===== config.mk =====
export PLATFORM = sky130hd
export DESIGN_NAME = usrx_top
export DESIGN_NICKNAME = d
export VERILOG_FILES = /design/src/rtl/usrx_pkg.sv /design/src/rtl/usrx_baud_gen.sv /design/src/rtl/usrx_sync2.sv /design/src/rtl/usrx_top.sv
export SDC_FILE = /design/constraint.sdc
export NUM_CORES = 1
export LEC_CHECK = 0
export BUFFER_PORTS_ARGS = -buffer_cell sky130_fd_sc_hd__buf_2
export CAP_MARGIN = 20
export CORE_MARGIN = 10
export CORE_UTILIZATION = 52
export CTS_BUF_LIST = sky130_fd_sc_hd__clkbuf_8
export CTS_CLUSTER_DIAMETER = 80
export CTS_CLUSTER_SIZE = 20
export DETAILED_ROUTE_END_ITERATION = 8
export GPL_TIMING_DRIVEN = 0
export PLACE_DENSITY = 0.78
export SLEW_MARGIN = 0
export SYNTH_ARGS = -nofsm -noshare
export SYNTH_HDL_FRONTEND = slang
export SYNTH_SLANG_ARGS = --single-unit

===== constraint.sdc =====
create_clock -name clock -period 2 [get_ports clock]
set_input_delay 0.5 -clock clock [delete_from_list [all_inputs] [get_ports clock]]
set_output_delay 0.5 -clock clock [all_outputs]
set_load 0.05 [all_outputs]

===== src/rtl/usrx_pkg.sv =====
`default_nettype none
package usrx_pkg;
   // Register byte addresses on the APB bus.
   localparam logic [7:0] usrx_rx_status_control_addr = 8'h00;
   localparam logic [7:0] usrx_tx_status_control_addr = 8'h04;
   localparam logic [7:0] usrx_baud_divisor_addr      = 8'h08;
   localparam logic [7:0] usrx_rx_data_buffer_addr    = 8'h0c;
   localparam logic [7:0] usrx_irq_status_addr        = 8'h10;
   localparam logic [7:0] usrx_irq_mask_addr          = 8'h14;
   // Field positions in the receive status and control register.
   localparam int usrx_port_on_bit          = 7;
   localparam int usrx_nine_bit_rx_sel_bit  = 6;
   localparam int usrx_single_rx_on_bit     = 5;
   localparam int usrx_continuous_rx_on_bit = 4;
   localparam int usrx_addr_detect_on_bit   = 3;
   localparam int usrx_framing_err_bit      = 2;
   localparam int usrx_overrun_err_bit      = 1;
   localparam int usrx_rx_ninth_bit_bit     = 0;
   // Field positions in the transmit status and control register.
   localparam int usrx_clock_master_bit     = 7;
   localparam int usrx_sync_mode_bit        = 4;
   localparam int usrx_high_speed_sel_bit   = 2;
   // Interrupt status bits.
   localparam int usrx_irq_rx_bit           = 0;
   localparam int usrx_irq_framing_bit      = 1;
   localparam int usrx_irq_overrun_bit      = 2;
   // Reset values.
   localparam logic [7:0] usrx_rx_status_control_reset = 8'h00;
   localparam logic [7:0] usrx_tx_status_control_reset = 8'h00;
   localparam logic [7:0] usrx_baud_divisor_reset      = 8'h00;
   // Prescale ratios: asynchronous low speed, high speed and synchronous.
   localparam logic [5:0] usrx_prescale_async_low  = 6'h3f;
   localparam logic [5:0] usrx_prescale_async_high = 6'h0f;
   localparam logic [5:0] usrx_prescale_sync       = 6'h03;

   typedef struct packed {
      logic [8:0] data;
      logic       stop_ok;
   } usrx_char_s;

   typedef struct packed {
      logic       sync_mode;
      logic       clock_master;
      logic       high_speed_sel;
      logic [7:0] baud_divisor;
   } usrx_baud_cfg_s;
endpackage
`default_nettype wire


===== src/rtl/usrx_baud_gen.sv =====
`default_nettype none
module usrx_baud_gen
   import usrx_pkg::*;
(
   // Clock and reset.
   input  wire logic           clock,
   input  wire logic           rstn,
   // Configuration.
   input  wire usrx_baud_cfg_s cfg,
   input  wire logic           divisor_write,
   // Rate output.
   output logic                baud_tick
);
   logic [5:0] prescale;
   logic [5:0] next_prescale;
   logic [7:0] timer;
   logic [7:0] next_timer;
   logic       next_baud_tick;
   logic [5:0] ratio;

   always_comb begin
      if (cfg.sync_mode) begin
         ratio = usrx_prescale_sync; // see RULE_13
      end else if (cfg.high_speed_sel) begin
         ratio = usrx_prescale_async_high; // see RULE_12
      end else begin
         ratio = usrx_prescale_async_low;
      end
      next_prescale  = prescale;
      next_timer     = timer;
      next_baud_tick = 1'b0;
      if (divisor_write) begin
         // Restarting at once means the new rate shows without a stale period.
         next_prescale = 6'h00; // see RULE_17
         next_timer    = 8'h00;
      end else if (prescale >= ratio) begin
         next_prescale = 6'h00;
         if (timer >= cfg.baud_divisor) begin
            next_timer = 8'h00; // see RULE_11
            // Slave mode takes its clock from outside, so no tick is made.
            next_baud_tick = !cfg.sync_mode || cfg.clock_master; // see RULE_14
         end else begin
            next_timer = timer + 8'h01;
         end
      end else begin
         next_prescale = prescale + 6'h01; // see RULE_15
      end
   end

   always_ff @(posedge clock or negedge rstn) begin
      if (!rstn) begin
         prescale  <= 6'h00;
         timer     <= 8'h00;
         baud_tick <= 1'b0;
      end else begin
         prescale  <= next_prescale;
         timer     <= next_timer;
         baud_tick <= next_baud_tick;
      end
   end
endmodule
`default_nettype wire


===== src/rtl/usrx_sync2.sv =====
`default_nettype none
module usrx_sync2 (
   // Clock and reset.
   input  wire logic clock,
   input  wire logic rstn,
   // Data.
   input  wire logic d,
   output logic      q
);
   logic meta;
   always_ff @(posedge clock or negedge rstn) begin
      if (!rstn) begin
         meta <= 1'b1;
         q    <= 1'b1;
      end else begin
         meta <= d;
         q    <= meta;
      end
   end
endmodule
`default_nettype wire


===== src/rtl/usrx_top.sv =====
// Operation
// RULE_01 - The port enable bit must be set before the serial pins act as serial pins.
// RULE_02 - The nine-bit select picks nine data bits per character, else eight.
// RULE_03 - In nine-bit async address mode only characters with the ninth bit set are kept.
// RULE_04 - Without address detection every character is kept; the ninth bit may be parity.
// RULE_05 - In sync master mode single receive starts one reception and then clears itself.
// RULE_06 - In sync mode continuous receive runs until cleared and overrides single receive.
// RULE_07 - In asynchronous mode continuous receive turns the receiver on while set.
// RULE_08 - The framing flag marks a bad stop bit and follows the next character after a read.
// RULE_09 - The overrun flag is set on overrun and cleared when continuous receive is cleared.
// RULE_10 - One dedicated 8-bit rate generator serves both modes.
// RULE_11 - The generator is a free-running 8-bit timer whose period is set by the divisor.
// RULE_12 - In asynchronous mode the high-speed select also sets the rate.
// RULE_13 - In synchronous mode the high-speed select is ignored.
// RULE_14 - The divisor-derived rate applies only when the device makes the clock.
// RULE_15 - The rate is the clock over divisor plus one times 64, 16 or 4 by mode.
// RULE_16 - Software may prefer high speed even for slow rates to cut rate error.
// RULE_17 - Any divisor write resets the rate timer at once.
//
// The placing of the registers and the APB slave port were chosen for this implementation.
`default_nettype none
module usrx_top
   import usrx_pkg::*;
(
   // Clock and reset.
   input  wire logic        clock,
   input  wire logic        rstn,
   // APB slave.
   input  wire logic        psel,
   input  wire logic        penable,
   input  wire logic        pwrite,
   input  wire logic [7:0]  paddr,
   input  wire logic [31:0] pwdata,
   output logic [31:0]      prdata,
   output logic             pready,
   output logic             pslverr,
   // Serial line.
   input  wire logic        rx_pin,
   output logic             port_on_out,
   output logic             baud_tick_out,
   output logic             sample_clock_out,
   // Interrupt.
   output logic             irq
);
   logic [7:0]     rx_status_control;
   logic [7:0]     next_rx_status_control;
   logic [7:0]     tx_status_control;
   logic [7:0]     next_tx_status_control;
   logic [7:0]     baud_divisor;
   logic [7:0]     next_baud_divisor;
   logic [7:0]     rx_data_buffer;
   logic [7:0]     next_rx_data_buffer;
   logic           buffer_full;
   logic           next_buffer_full;
   logic           data_was_read;
   logic           next_data_was_read;
   logic [2:0]     irq_status;
   logic [2:0]     next_irq_status;
   logic [2:0]     irq_mask;
   logic [2:0]     next_irq_mask;
   logic [31:0]    next_prdata;
   logic           next_pready;
   logic           next_pslverr;
   logic           rx_sync;
   logic           baud_tick;
   usrx_baud_cfg_s baud_cfg;

   typedef enum logic [1:0] {usrx_idle, usrx_bits, usrx_stop} usrx_state_e;
   usrx_state_e    state;
   usrx_state_e    next_state;
   logic [3:0]     bit_count;
   logic [3:0]     next_bit_count;
   logic [8:0]     shift;
   logic [8:0]     next_shift;
   logic           next_sample_clock;

   logic port_on;
   logic nine_bit_rx_sel;
   logic single_rx_on;
   logic continuous_rx_on;
   logic addr_detect_on;
   logic sync_mode;
   logic clock_master;
   logic rx_active;
   logic access;
   logic wr;
   logic rd;
   usrx_char_s rx_char;
   logic char_done;

   assign port_on          = rx_status_control[usrx_port_on_bit];
   assign nine_bit_rx_sel  = rx_status_control[usrx_nine_bit_rx_sel_bit];
   assign single_rx_on     = rx_status_control[usrx_single_rx_on_bit];
   assign continuous_rx_on = rx_status_control[usrx_continuous_rx_on_bit];
   assign addr_detect_on   = rx_status_control[usrx_addr_detect_on_bit];
   assign sync_mode        = tx_status_control[usrx_sync_mode_bit];
   assign clock_master     = tx_status_control[usrx_clock_master_bit];
   assign access           = psel && penable && pready;
   assign wr               = access && pwrite;
   assign rd               = access && !pwrite;

   // Single receive counts only in synchronous master mode; continuous wins.
   assign rx_active = port_on && (continuous_rx_on // see RULE_01 see RULE_06 see RULE_07
                      || (sync_mode && clock_master && single_rx_on)); // see RULE_05

   assign baud_cfg.sync_mode      = sync_mode;
   assign baud_cfg.clock_master   = clock_master;
   assign baud_cfg.high_speed_sel = tx_status_control[usrx_high_speed_sel_bit];
   assign baud_cfg.baud_divisor   = baud_divisor;

   usrx_sync2 u_rx_sync (
      .clock (clock),
      .rstn  (rstn),
      .d     (rx_pin),
      .q     (rx_sync)
   );

   // One generator serves both modes.
   usrx_baud_gen u_baud_gen ( // see RULE_10
      .clock         (clock),
      .rstn          (rstn),
      .cfg           (baud_cfg),
      .divisor_write (wr && paddr == usrx_baud_divisor_addr),
      .baud_tick     (baud_tick)
   );

   // Each tick samples one bit; the sampling circuit is simplified to one sample per bit.
   always_comb begin
      next_state        = state;
      next_bit_count    = bit_count;
      next_shift        = shift;
      next_sample_clock = 1'b0;
      char_done         = 1'b0;
      rx_char.data      = shift;
      rx_char.stop_ok   = 1'b1;
      if (!rx_active) begin
         next_state = usrx_idle;
      end else if (baud_tick) begin
         next_sample_clock = sync_mode;
         unique case (state)
            usrx_idle: begin
               // With one sample per bit the next tick already falls in the first data bit,
               // so a low line on a tick is taken as the start bit without a second look.
               if (sync_mode || !rx_sync) begin
                  next_state     = usrx_bits;
                  next_bit_count = 4'h0;
                  if (sync_mode) begin
                     next_shift = {rx_sync, shift[8:1]};
                     next_bit_count = 4'h1;
                  end
               end
            end
            usrx_bits: begin
               next_shift     = {rx_sync, shift[8:1]};
               next_bit_count = bit_count + 4'h1;
               if (bit_count == (nine_bit_rx_sel ? 4'h8 : 4'h7)) begin // see RULE_02
                  next_state = sync_mode ? usrx_idle : usrx_stop;
                  if (sync_mode) begin
                     char_done = 1'b1;
                     rx_char.data = nine_bit_rx_sel ? {rx_sync, shift[8:1]}
                                                    : {1'b0, rx_sync, shift[8:2]};
                  end
               end
            end
            usrx_stop: begin
               next_state      = usrx_idle;
               char_done       = 1'b1;
               rx_char.data    = nine_bit_rx_sel ? shift : {1'b0, shift[8:1]};
               rx_char.stop_ok = rx_sync;
            end
            default: next_state = usrx_idle;
         endcase
      end
   end

   always_ff @(posedge clock or negedge rstn) begin
      if (!rstn) begin
         state            <= usrx_idle;
         bit_count        <= 4'h0;
         shift            <= 9'h000;
         sample_clock_out <= 1'b0;
      end else begin
         state            <= next_state;
         bit_count        <= next_bit_count;
         shift            <= next_shift;
         sample_clock_out <= next_sample_clock;
      end
   end

   always_comb begin
      next_rx_status_control = rx_status_control;
      next_tx_status_control = tx_status_control;
      next_baud_divisor      = baud_divisor;
      next_rx_data_buffer    = rx_data_buffer;
      next_buffer_full       = buffer_full;
      next_data_was_read     = data_was_read;
      next_irq_mask          = irq_mask;
      next_irq_status        = irq_status;
      if (wr) begin
         unique case (paddr)
            usrx_rx_status_control_addr: begin
               next_rx_status_control[7:3] = pwdata[7:3];
               // Clearing continuous receive also clears the overrun flag.
               if (!pwdata[usrx_continuous_rx_on_bit]) begin
                  next_rx_status_control[usrx_overrun_err_bit] = 1'b0; // see RULE_09
               end
            end
            usrx_tx_status_control_addr: next_tx_status_control = {pwdata[7:4], 1'b0,
                                                                   pwdata[2], 2'b00};
            usrx_baud_divisor_addr: next_baud_divisor = pwdata[7:0];
            usrx_irq_status_addr:   next_irq_status   = irq_status & ~pwdata[2:0];
            usrx_irq_mask_addr:     next_irq_mask     = pwdata[2:0];
            default: ;
         endcase
      end
      if (rd && paddr == usrx_rx_data_buffer_addr) begin
         next_buffer_full   = 1'b0;
         next_data_was_read = 1'b1;
      end
      if (char_done) begin
         if (sync_mode && !continuous_rx_on) begin
            next_rx_status_control[usrx_single_rx_on_bit] = 1'b0; // see RULE_05
         end
         if (buffer_full) begin
            next_rx_status_control[usrx_overrun_err_bit] = 1'b1; // see RULE_09
            next_irq_status[usrx_irq_overrun_bit] = 1'b1;
         end else if (sync_mode || !nine_bit_rx_sel || !addr_detect_on // see RULE_04
                      || rx_char.data[8]) begin // see RULE_03
            next_rx_data_buffer = rx_char.data[7:0];
            next_rx_status_control[usrx_rx_ninth_bit_bit] = rx_char.data[8];
            next_buffer_full = 1'b1;
            next_irq_status[usrx_irq_rx_bit] = 1'b1;
            // The flag follows a new character once the old one was read, and at once on a bad stop bit.
            if (data_was_read || !rx_char.stop_ok) begin
               next_rx_status_control[usrx_framing_err_bit] = !rx_char.stop_ok; // see RULE_08
               next_data_was_read = 1'b0;
            end
            if (!rx_char.stop_ok) begin
               next_irq_status[usrx_irq_framing_bit] = 1'b1;
            end
         end
      end
   end

   always_comb begin
      next_pready  = psel && !pready;
      next_pslverr = 1'b0;
      next_prdata  = 32'h0000_0000;
      if (psel && !pready && !pwrite) begin
         unique case (paddr)
            usrx_rx_status_control_addr: next_prdata = {24'h000000, rx_status_control};
            usrx_tx_status_control_addr: next_prdata = {24'h000000, tx_status_control};
            usrx_baud_divisor_addr:      next_prdata = {24'h000000, baud_divisor};
            usrx_rx_data_buffer_addr:    next_prdata = {24'h000000, rx_data_buffer};
            usrx_irq_status_addr:        next_prdata = {29'h00000000, irq_status};
            usrx_irq_mask_addr:          next_prdata = {29'h00000000, irq_mask};
            default:                     next_pslverr = 1'b1;
         endcase
      end else if (psel && !pready) begin
         next_pslverr = !(paddr == usrx_rx_status_control_addr
                       || paddr == usrx_tx_status_control_addr
                       || paddr == usrx_baud_divisor_addr
                       || paddr == usrx_irq_status_addr
                       || paddr == usrx_irq_mask_addr);
      end
   end

   always_ff @(posedge clock or negedge rstn) begin
      if (!rstn) begin
         rx_status_control <= usrx_rx_status_control_reset;
         tx_status_control <= usrx_tx_status_control_reset;
         baud_divisor      <= usrx_baud_divisor_reset;
         rx_data_buffer    <= 8'h00;
         buffer_full       <= 1'b0;
         data_was_read     <= 1'b1;
         irq_status        <= 3'h0;
         irq_mask          <= 3'h0;
         prdata            <= 32'h0000_0000;
         pready            <= 1'b0;
         pslverr           <= 1'b0;
         irq               <= 1'b0;
         port_on_out       <= 1'b0;
         baud_tick_out     <= 1'b0;
      end else begin
         rx_status_control <= next_rx_status_control;
         tx_status_control <= next_tx_status_control;
         baud_divisor      <= next_baud_divisor;
         rx_data_buffer    <= next_rx_data_buffer;
         buffer_full       <= next_buffer_full;
         data_was_read     <= next_data_was_read;
         irq_status        <= next_irq_status;
         irq_mask          <= next_irq_mask;
         prdata            <= next_prdata;
         pready            <= next_pready;
         pslverr           <= next_pslverr;
         irq               <= |(next_irq_status & next_irq_mask);
         port_on_out       <= port_on; // see RULE_01
         baud_tick_out     <= baud_tick;
      end
   end
endmodule
`default_nettype wire


-- Word level (Yosys, flattened, before mapping)
Index checks and enable logic that the tools add are counted.
Widths: inputs -> output; s select.
- flip-flop bits (word level): 107
- latch bits: 0
- memory bits (writable): 0
- memory bits (read-only): 0
- input port bits: 46
- memories: 0
- add/subtract/negate cells: 3
- $mul: 0
- divide/modulo/power cells: 0
- $lt $le $gt $ge: 2
- equality and inequality tests: 13
- shifts and indexed selects: 0
- mux-type cells: 72
- bitwise gates (word level): 4
- reduce and logical (&&, ||, !) cells: 46
- operators by type and width (kind ; count):
    $mux 9 ; 6
    $pmux 8 s6 ; 1
    $pmux 9 s2 ; 2
    $mux 1 ; 33
    $mux 8 ; 4
    $mux 6 ; 4
    $mux 3 ; 7
    $mux 10 ; 2
    $eq 8x4->1 const B ; 2
    $eq 8x5->1 const B ; 2
    $mux 2 ; 8
    $logic_and 1x1->1 ; 12
    $logic_or 1x1->1 ; 11
    $logic_not 1->1 ; 9
    $add 8x1->8 const B ; 1
    $eq 8x3->1 const B ; 1
    $ge 8x8->1 ; 1
    $logic_not 8->1 ; 1
    $mux 4 ; 2
    $pmux 4 s2 ; 1
    $reduce_and 4->1 ; 2
    $add 6x1->6 const B ; 1
    $and 3x3->3 ; 2
    $ge 6x6->1 ; 1
    other kinds (18) ; 24

-- Longest topological paths before layout
- word-level depth: 12
- mapped depth: 9
- mapped depth without buffers: 8

-- Cells and area by module
A second synthesis with hierarchy kept.
- cell total of the unflattened synthesis: 435
- area total of the unflattened synthesis: 4669.5 µm²
- modules (own cells, without submodules) (module ; times used ; cells each ; area each (µm²)):
    usrx_top ; 1 ; 323 ; 3560.9
    usrx_baud_gen ; 1 ; 110 ; 1056.0
    usrx_sync2 ; 1 ; 2 ; 52.6

-- Least setup slack after synthesis
Ideal clock, no wire load.
- path type: input to register
- from: input port paddr[7]
- to: register irq
- arrival: 2319 ps
- required time: 1874 ps
- setup slack: -445 ps
- stages on the path: 5
- path buffers: 0
- cell sequence: or4_4 or2_4 nor3b_2 mux2_2 a221o_1
- elaborated cells on any way between the ends: 13
- classes of those cells: eq/ne: 2; mux: 9; bitwise: 1; reduce/logical: 1
- RTL lines (element ; RTL line ; text):
    from (decl) ; usrx_top.sv:32 ; input wire logic [7:0] paddr,
    $eq 8x5->1 ; usrx_top.sv:200 ; unique case (paddr)
    $mux 3 ; usrx_top.sv:200 ;
    $mux 3 ; usrx_top.sv:199 ; if (wr) begin
    via next_irq_mask[2] ; usrx_top.sv:60 ; logic [2:0] next_irq_mask;
    $and 3x3->3 ; usrx_top.sv:296 ; irq <= |(next_irq_status & next_irq_mask);
    $reduce_or 3->1 ; usrx_top.sv:296 ;
    to (signal assigned) ; usrx_top.sv:296 ;
    to (decl) ; usrx_top.sv:43 ; output logic irq
The timed path passes the listed nets, and every way through them passes these cells.
A chain may end at the register's enable or synchronous reset.

-- Worst setup path in the final report
- from: input port paddr[0]
- to: register irq
- cells in the longest elaborated chain, start to end: 9
- elaborated cells on any way between the ends: 13
- classes of those cells: eq/ne: 2; mux: 9; bitwise: 1; reduce/logical: 1
- ends and longest elaborated chain (element ; RTL line ; text):
    $eq 8x5->1 ; usrx_top.sv:200 ;
    $mux 3 ; usrx_top.sv:200 ;
    $mux 3 ; usrx_top.sv:199 ;
    $mux 1 ; usrx_top.sv:238 ; if (!rx_char.stop_ok) begin
    $mux 2 ; usrx_top.sv:227 ; end else if (sync_mode || !nine_bit_rx_sel || !addr_detect_on
    $mux 2 ; usrx_top.sv:224 ; if (buffer_full) begin
    $mux 3 ; usrx_top.sv:220 ; if (char_done) begin
    $and 3x3->3 * ; usrx_top.sv:296 ;
    $reduce_or 3->1 * ; usrx_top.sv:296 ;
Mark *: on every way between the ends. The rest lies on a longest branch, timed or not.

==> impl_metrics.yaml <==
die:
  dieArea_um2: 13020
  rows: 34
  pin_count: 84
  fp.coreArea_um2: 8678
  die_height_um: 114.1
  initial_core_util_pct: 53.09
  die_x_um: 114.1
timing:
  slew_violations: 0
  worst_pin_slew_ns: 0.5467
  setup_viol: 15
  fin_setup_tns_ns: -0.9835
  fmax_mhz: 451.6
  hold_ws_ns: 0.2464
  worst_slack_ns: -0.2141
  hold_viol_final: 0
  clock_skew_ns: 0.01568
  slew_headroom_pct: 63.55
  finalCritPeriodShare_pct: 110.7
  period_needed_ns: 2.214
  rsz0062_at_grt: "true"
placed_design:
  dp_hpwl_mm: 7.958
  io_buffers: 32
  gp_congestion: 0.8575
  post-place-cells: 614
critical_path:
  cp_num_buf_inv: 1
  crit_family: "simple AND/OR/NAND/NOR gates"
  worstPathMaxFanout: 3
  r2r_slack_ns: -0.15
  crit_path_end_kind: "flop"
  path_class: "input pin to flop"
  cp-start-kind: "input pin"
  max_stage_delay_ns: 0.55
  crit_path_cell_trace: "buf_6 -> or4_4 -> or2_4 -> nor3b_4 -> mux2i_2 -> o21ai_1 -> a221o_1"
  crit_required_ns: 2.25
  slowest_stage: "or4_4"
  cp.arrival_ns: 2.46
power:
  totalPowerFinal_mw: 3.611
  p_leak_nw: 2.807
  powerDensity_nw_per_um2: 614.1
  ir_drop_mv: 0.4106
drt:
  ant_nets: 0
  drt_iter0_drc: 286
  drt-wirelength-per-cell_um: 17.94
  first_pass_iters: 5
  via_per_inst: 5.676
  drc_errors: 0
  vias: 3752
  wirelength_mm: 11.86
cts:
  root_buffer: "clkbuf_8"
  cts_tree: "built"
  numCtsBuffers: 9
  cts_sinks: 83
  h-tree-depth: 3
  clk_latency_ns: 0.36
  ctsLongestPathBuffers: 2
  path_clk_slew_ns: 0.09
synth:
  synth.top_cells.by_area: "dfrtp_1 (43%), mux2_2 (6.8%), ha_1 (5.2%)"
  ys_ff_latch: 83
  syn_avg_cell_area_um2: 10.24
  synthTopCellsByCount: "dfrtp_1 (80), nand2_1 (42), nor2_1 (34)"
  yosysTopAreaCell: "dfrtp_1"
  synth_cell_types: 65
  synth-seq-area-share_pct: 45.17
  synthArstFlopShare_pct: 100.0
  synth_edf_count: 0
  ys.flop_type: "dfrtp_1"
  yosysTopAreaCellShare_pct: 43.45
  yosysWarnings: 0
  yosysMostFrequentCell: "dfrtp_1"
  syn_area_um2: 4607
  postSynthCellCount: 450
finish:
  syn_to_final_growth_pct: 27.62
  fin_nets: 613
  drive_gt1_share_pct: 40.14
  antenna_cells: 0
  fillers: 635
  layout.cells.non_filler: 661
  final_core_util_pct: 67.75
grt:
  grt_pass1_vias: 3877
  grt_pass1_wl_mm: 18.91
  grt_max_degree: 72
  grtUsageTotal_pct: 17.82
  antenna_found_initial: 0
  overflow: 0
hold_path:
  hold_path.class: "input pin to flop"
status:
  violations: "setup timing"
  status: "finished, violations left"
run:
  maxCapViolCount: 0
## cells by family after synthesis
family | count (synthesis) | share of synthesized area (%)
other | 1 | 0.08140
buffers and inverters | 62 | 7.333
XOR/XNOR | 8 | 1.521
AO/OA/AOI/OAI | 99 | 13.80
multiplexers | 44 | 11.52
flip-flops | 83 | 45.17
AND/OR/NAND/NOR | 134 | 15.43
adder cells (fa/ha/maj) | 19 | 5.160
## through the flow
step | setup slack [ns] | area [um2]
after detailed placement | -0.7078 | 5037
after global routing | -0.2551 | 5879
after global placement | -0.6668 | 5007
final | -0.2141 | 5879
after floorplan | -0.3705 | 4712
after CTS | -0.1971 | 5572
## layout by cell type, fill, tap and decap left out, drive strengths merged, types with 13 or more instances in the layout
master,Yosys,routed
buf,31,100
dfrtp,80,80
nand2,42,42
nor2,34,34
mux2,29,29
o21ai,28,28
a21oi,25,25
conb,1,24
inv,20,21
ha,19,19
clkbuf,11,15
nand3,13,13
## sequential cells by signal, summed over array words and instances (netlist names), 2 cells and up
name	count
shift	9
baud_divisor	8
prdata	8
rx_data_buffer	8
rx_status_control	8
u_baud_gen.timer	8
u_baud_gen.prescale	6
tx_status_control	5
bit_count	4
irq_mask	3
irq_status	3
state	2
## power by group
part	switching, mW	internal (mW)
Sequential	0.0784	1.76
Clock	0.651	0.493
Combinational	0.383	0.245
Total	1.11	2.50
## timing repair
item                       in CTS  in global routing
buffers inserted               23                 11
gates cloned                    1                  1
hold endpoints to repair       11                  0
hold buffers                    1                  0
gates resized for setup        41                 56
pin swaps                       9                 18
setup endpoints to repair      57                 55
## worst paths after layout
kind / start / to / depth (start not counted)
max: paddr[0] / irq / 7
min: rx_pin / u_rx_sync.meta / 1
max reg2reg: state[0] / irq / 8
min reg2reg: u_rx_sync.meta / u_rx_sync.q / 0
max in group asynchronous: rstn / data_was_read / 3
min in group asynchronous: rstn / u_baud_gen.timer[4] / 2
## routing by layer
layer / wire (um) / share of wire [%] / GRT usage [%] / vias up
li1: - / - / - / 1749
met1: 4612 / 39 / 21.56 / 1803
met2: 5914 / 50 / 30.22 / 163
met3: 926 / 7.8 / 3.826 / 37
met4: 404 / 3.4 / 7.018 / 0
met5: 0 / 0 / 0 / -
## cell type report
cell class	instances	area [um2]	area share [%]
Multi-Input combinational cell	328	2606	44.33
Sequential cell	83	2083	35.43
Timing Repair Buffer	69	518.0	8.810
Buffer	37	275.3	4.682
Clock buffer	10	137.6	2.341
Tap cell	108	135.1	2.298
Inverter	20	75.07	1.277
Clock inverter	6	48.80	0.8300
## worst reg2reg max path, cell delays in order, from the launching register on
cell and delay, ns:
dfrtp_1 0.43, buf_6 0.14, ha_4 0.17, buf_4 0.14, a21o_1 0.16, a211oi_2 0.41
nor3_4 0.11, buf_4 0.16, a221o_1 0.31
Note: power is estimated with default switching activity, not from simulation.
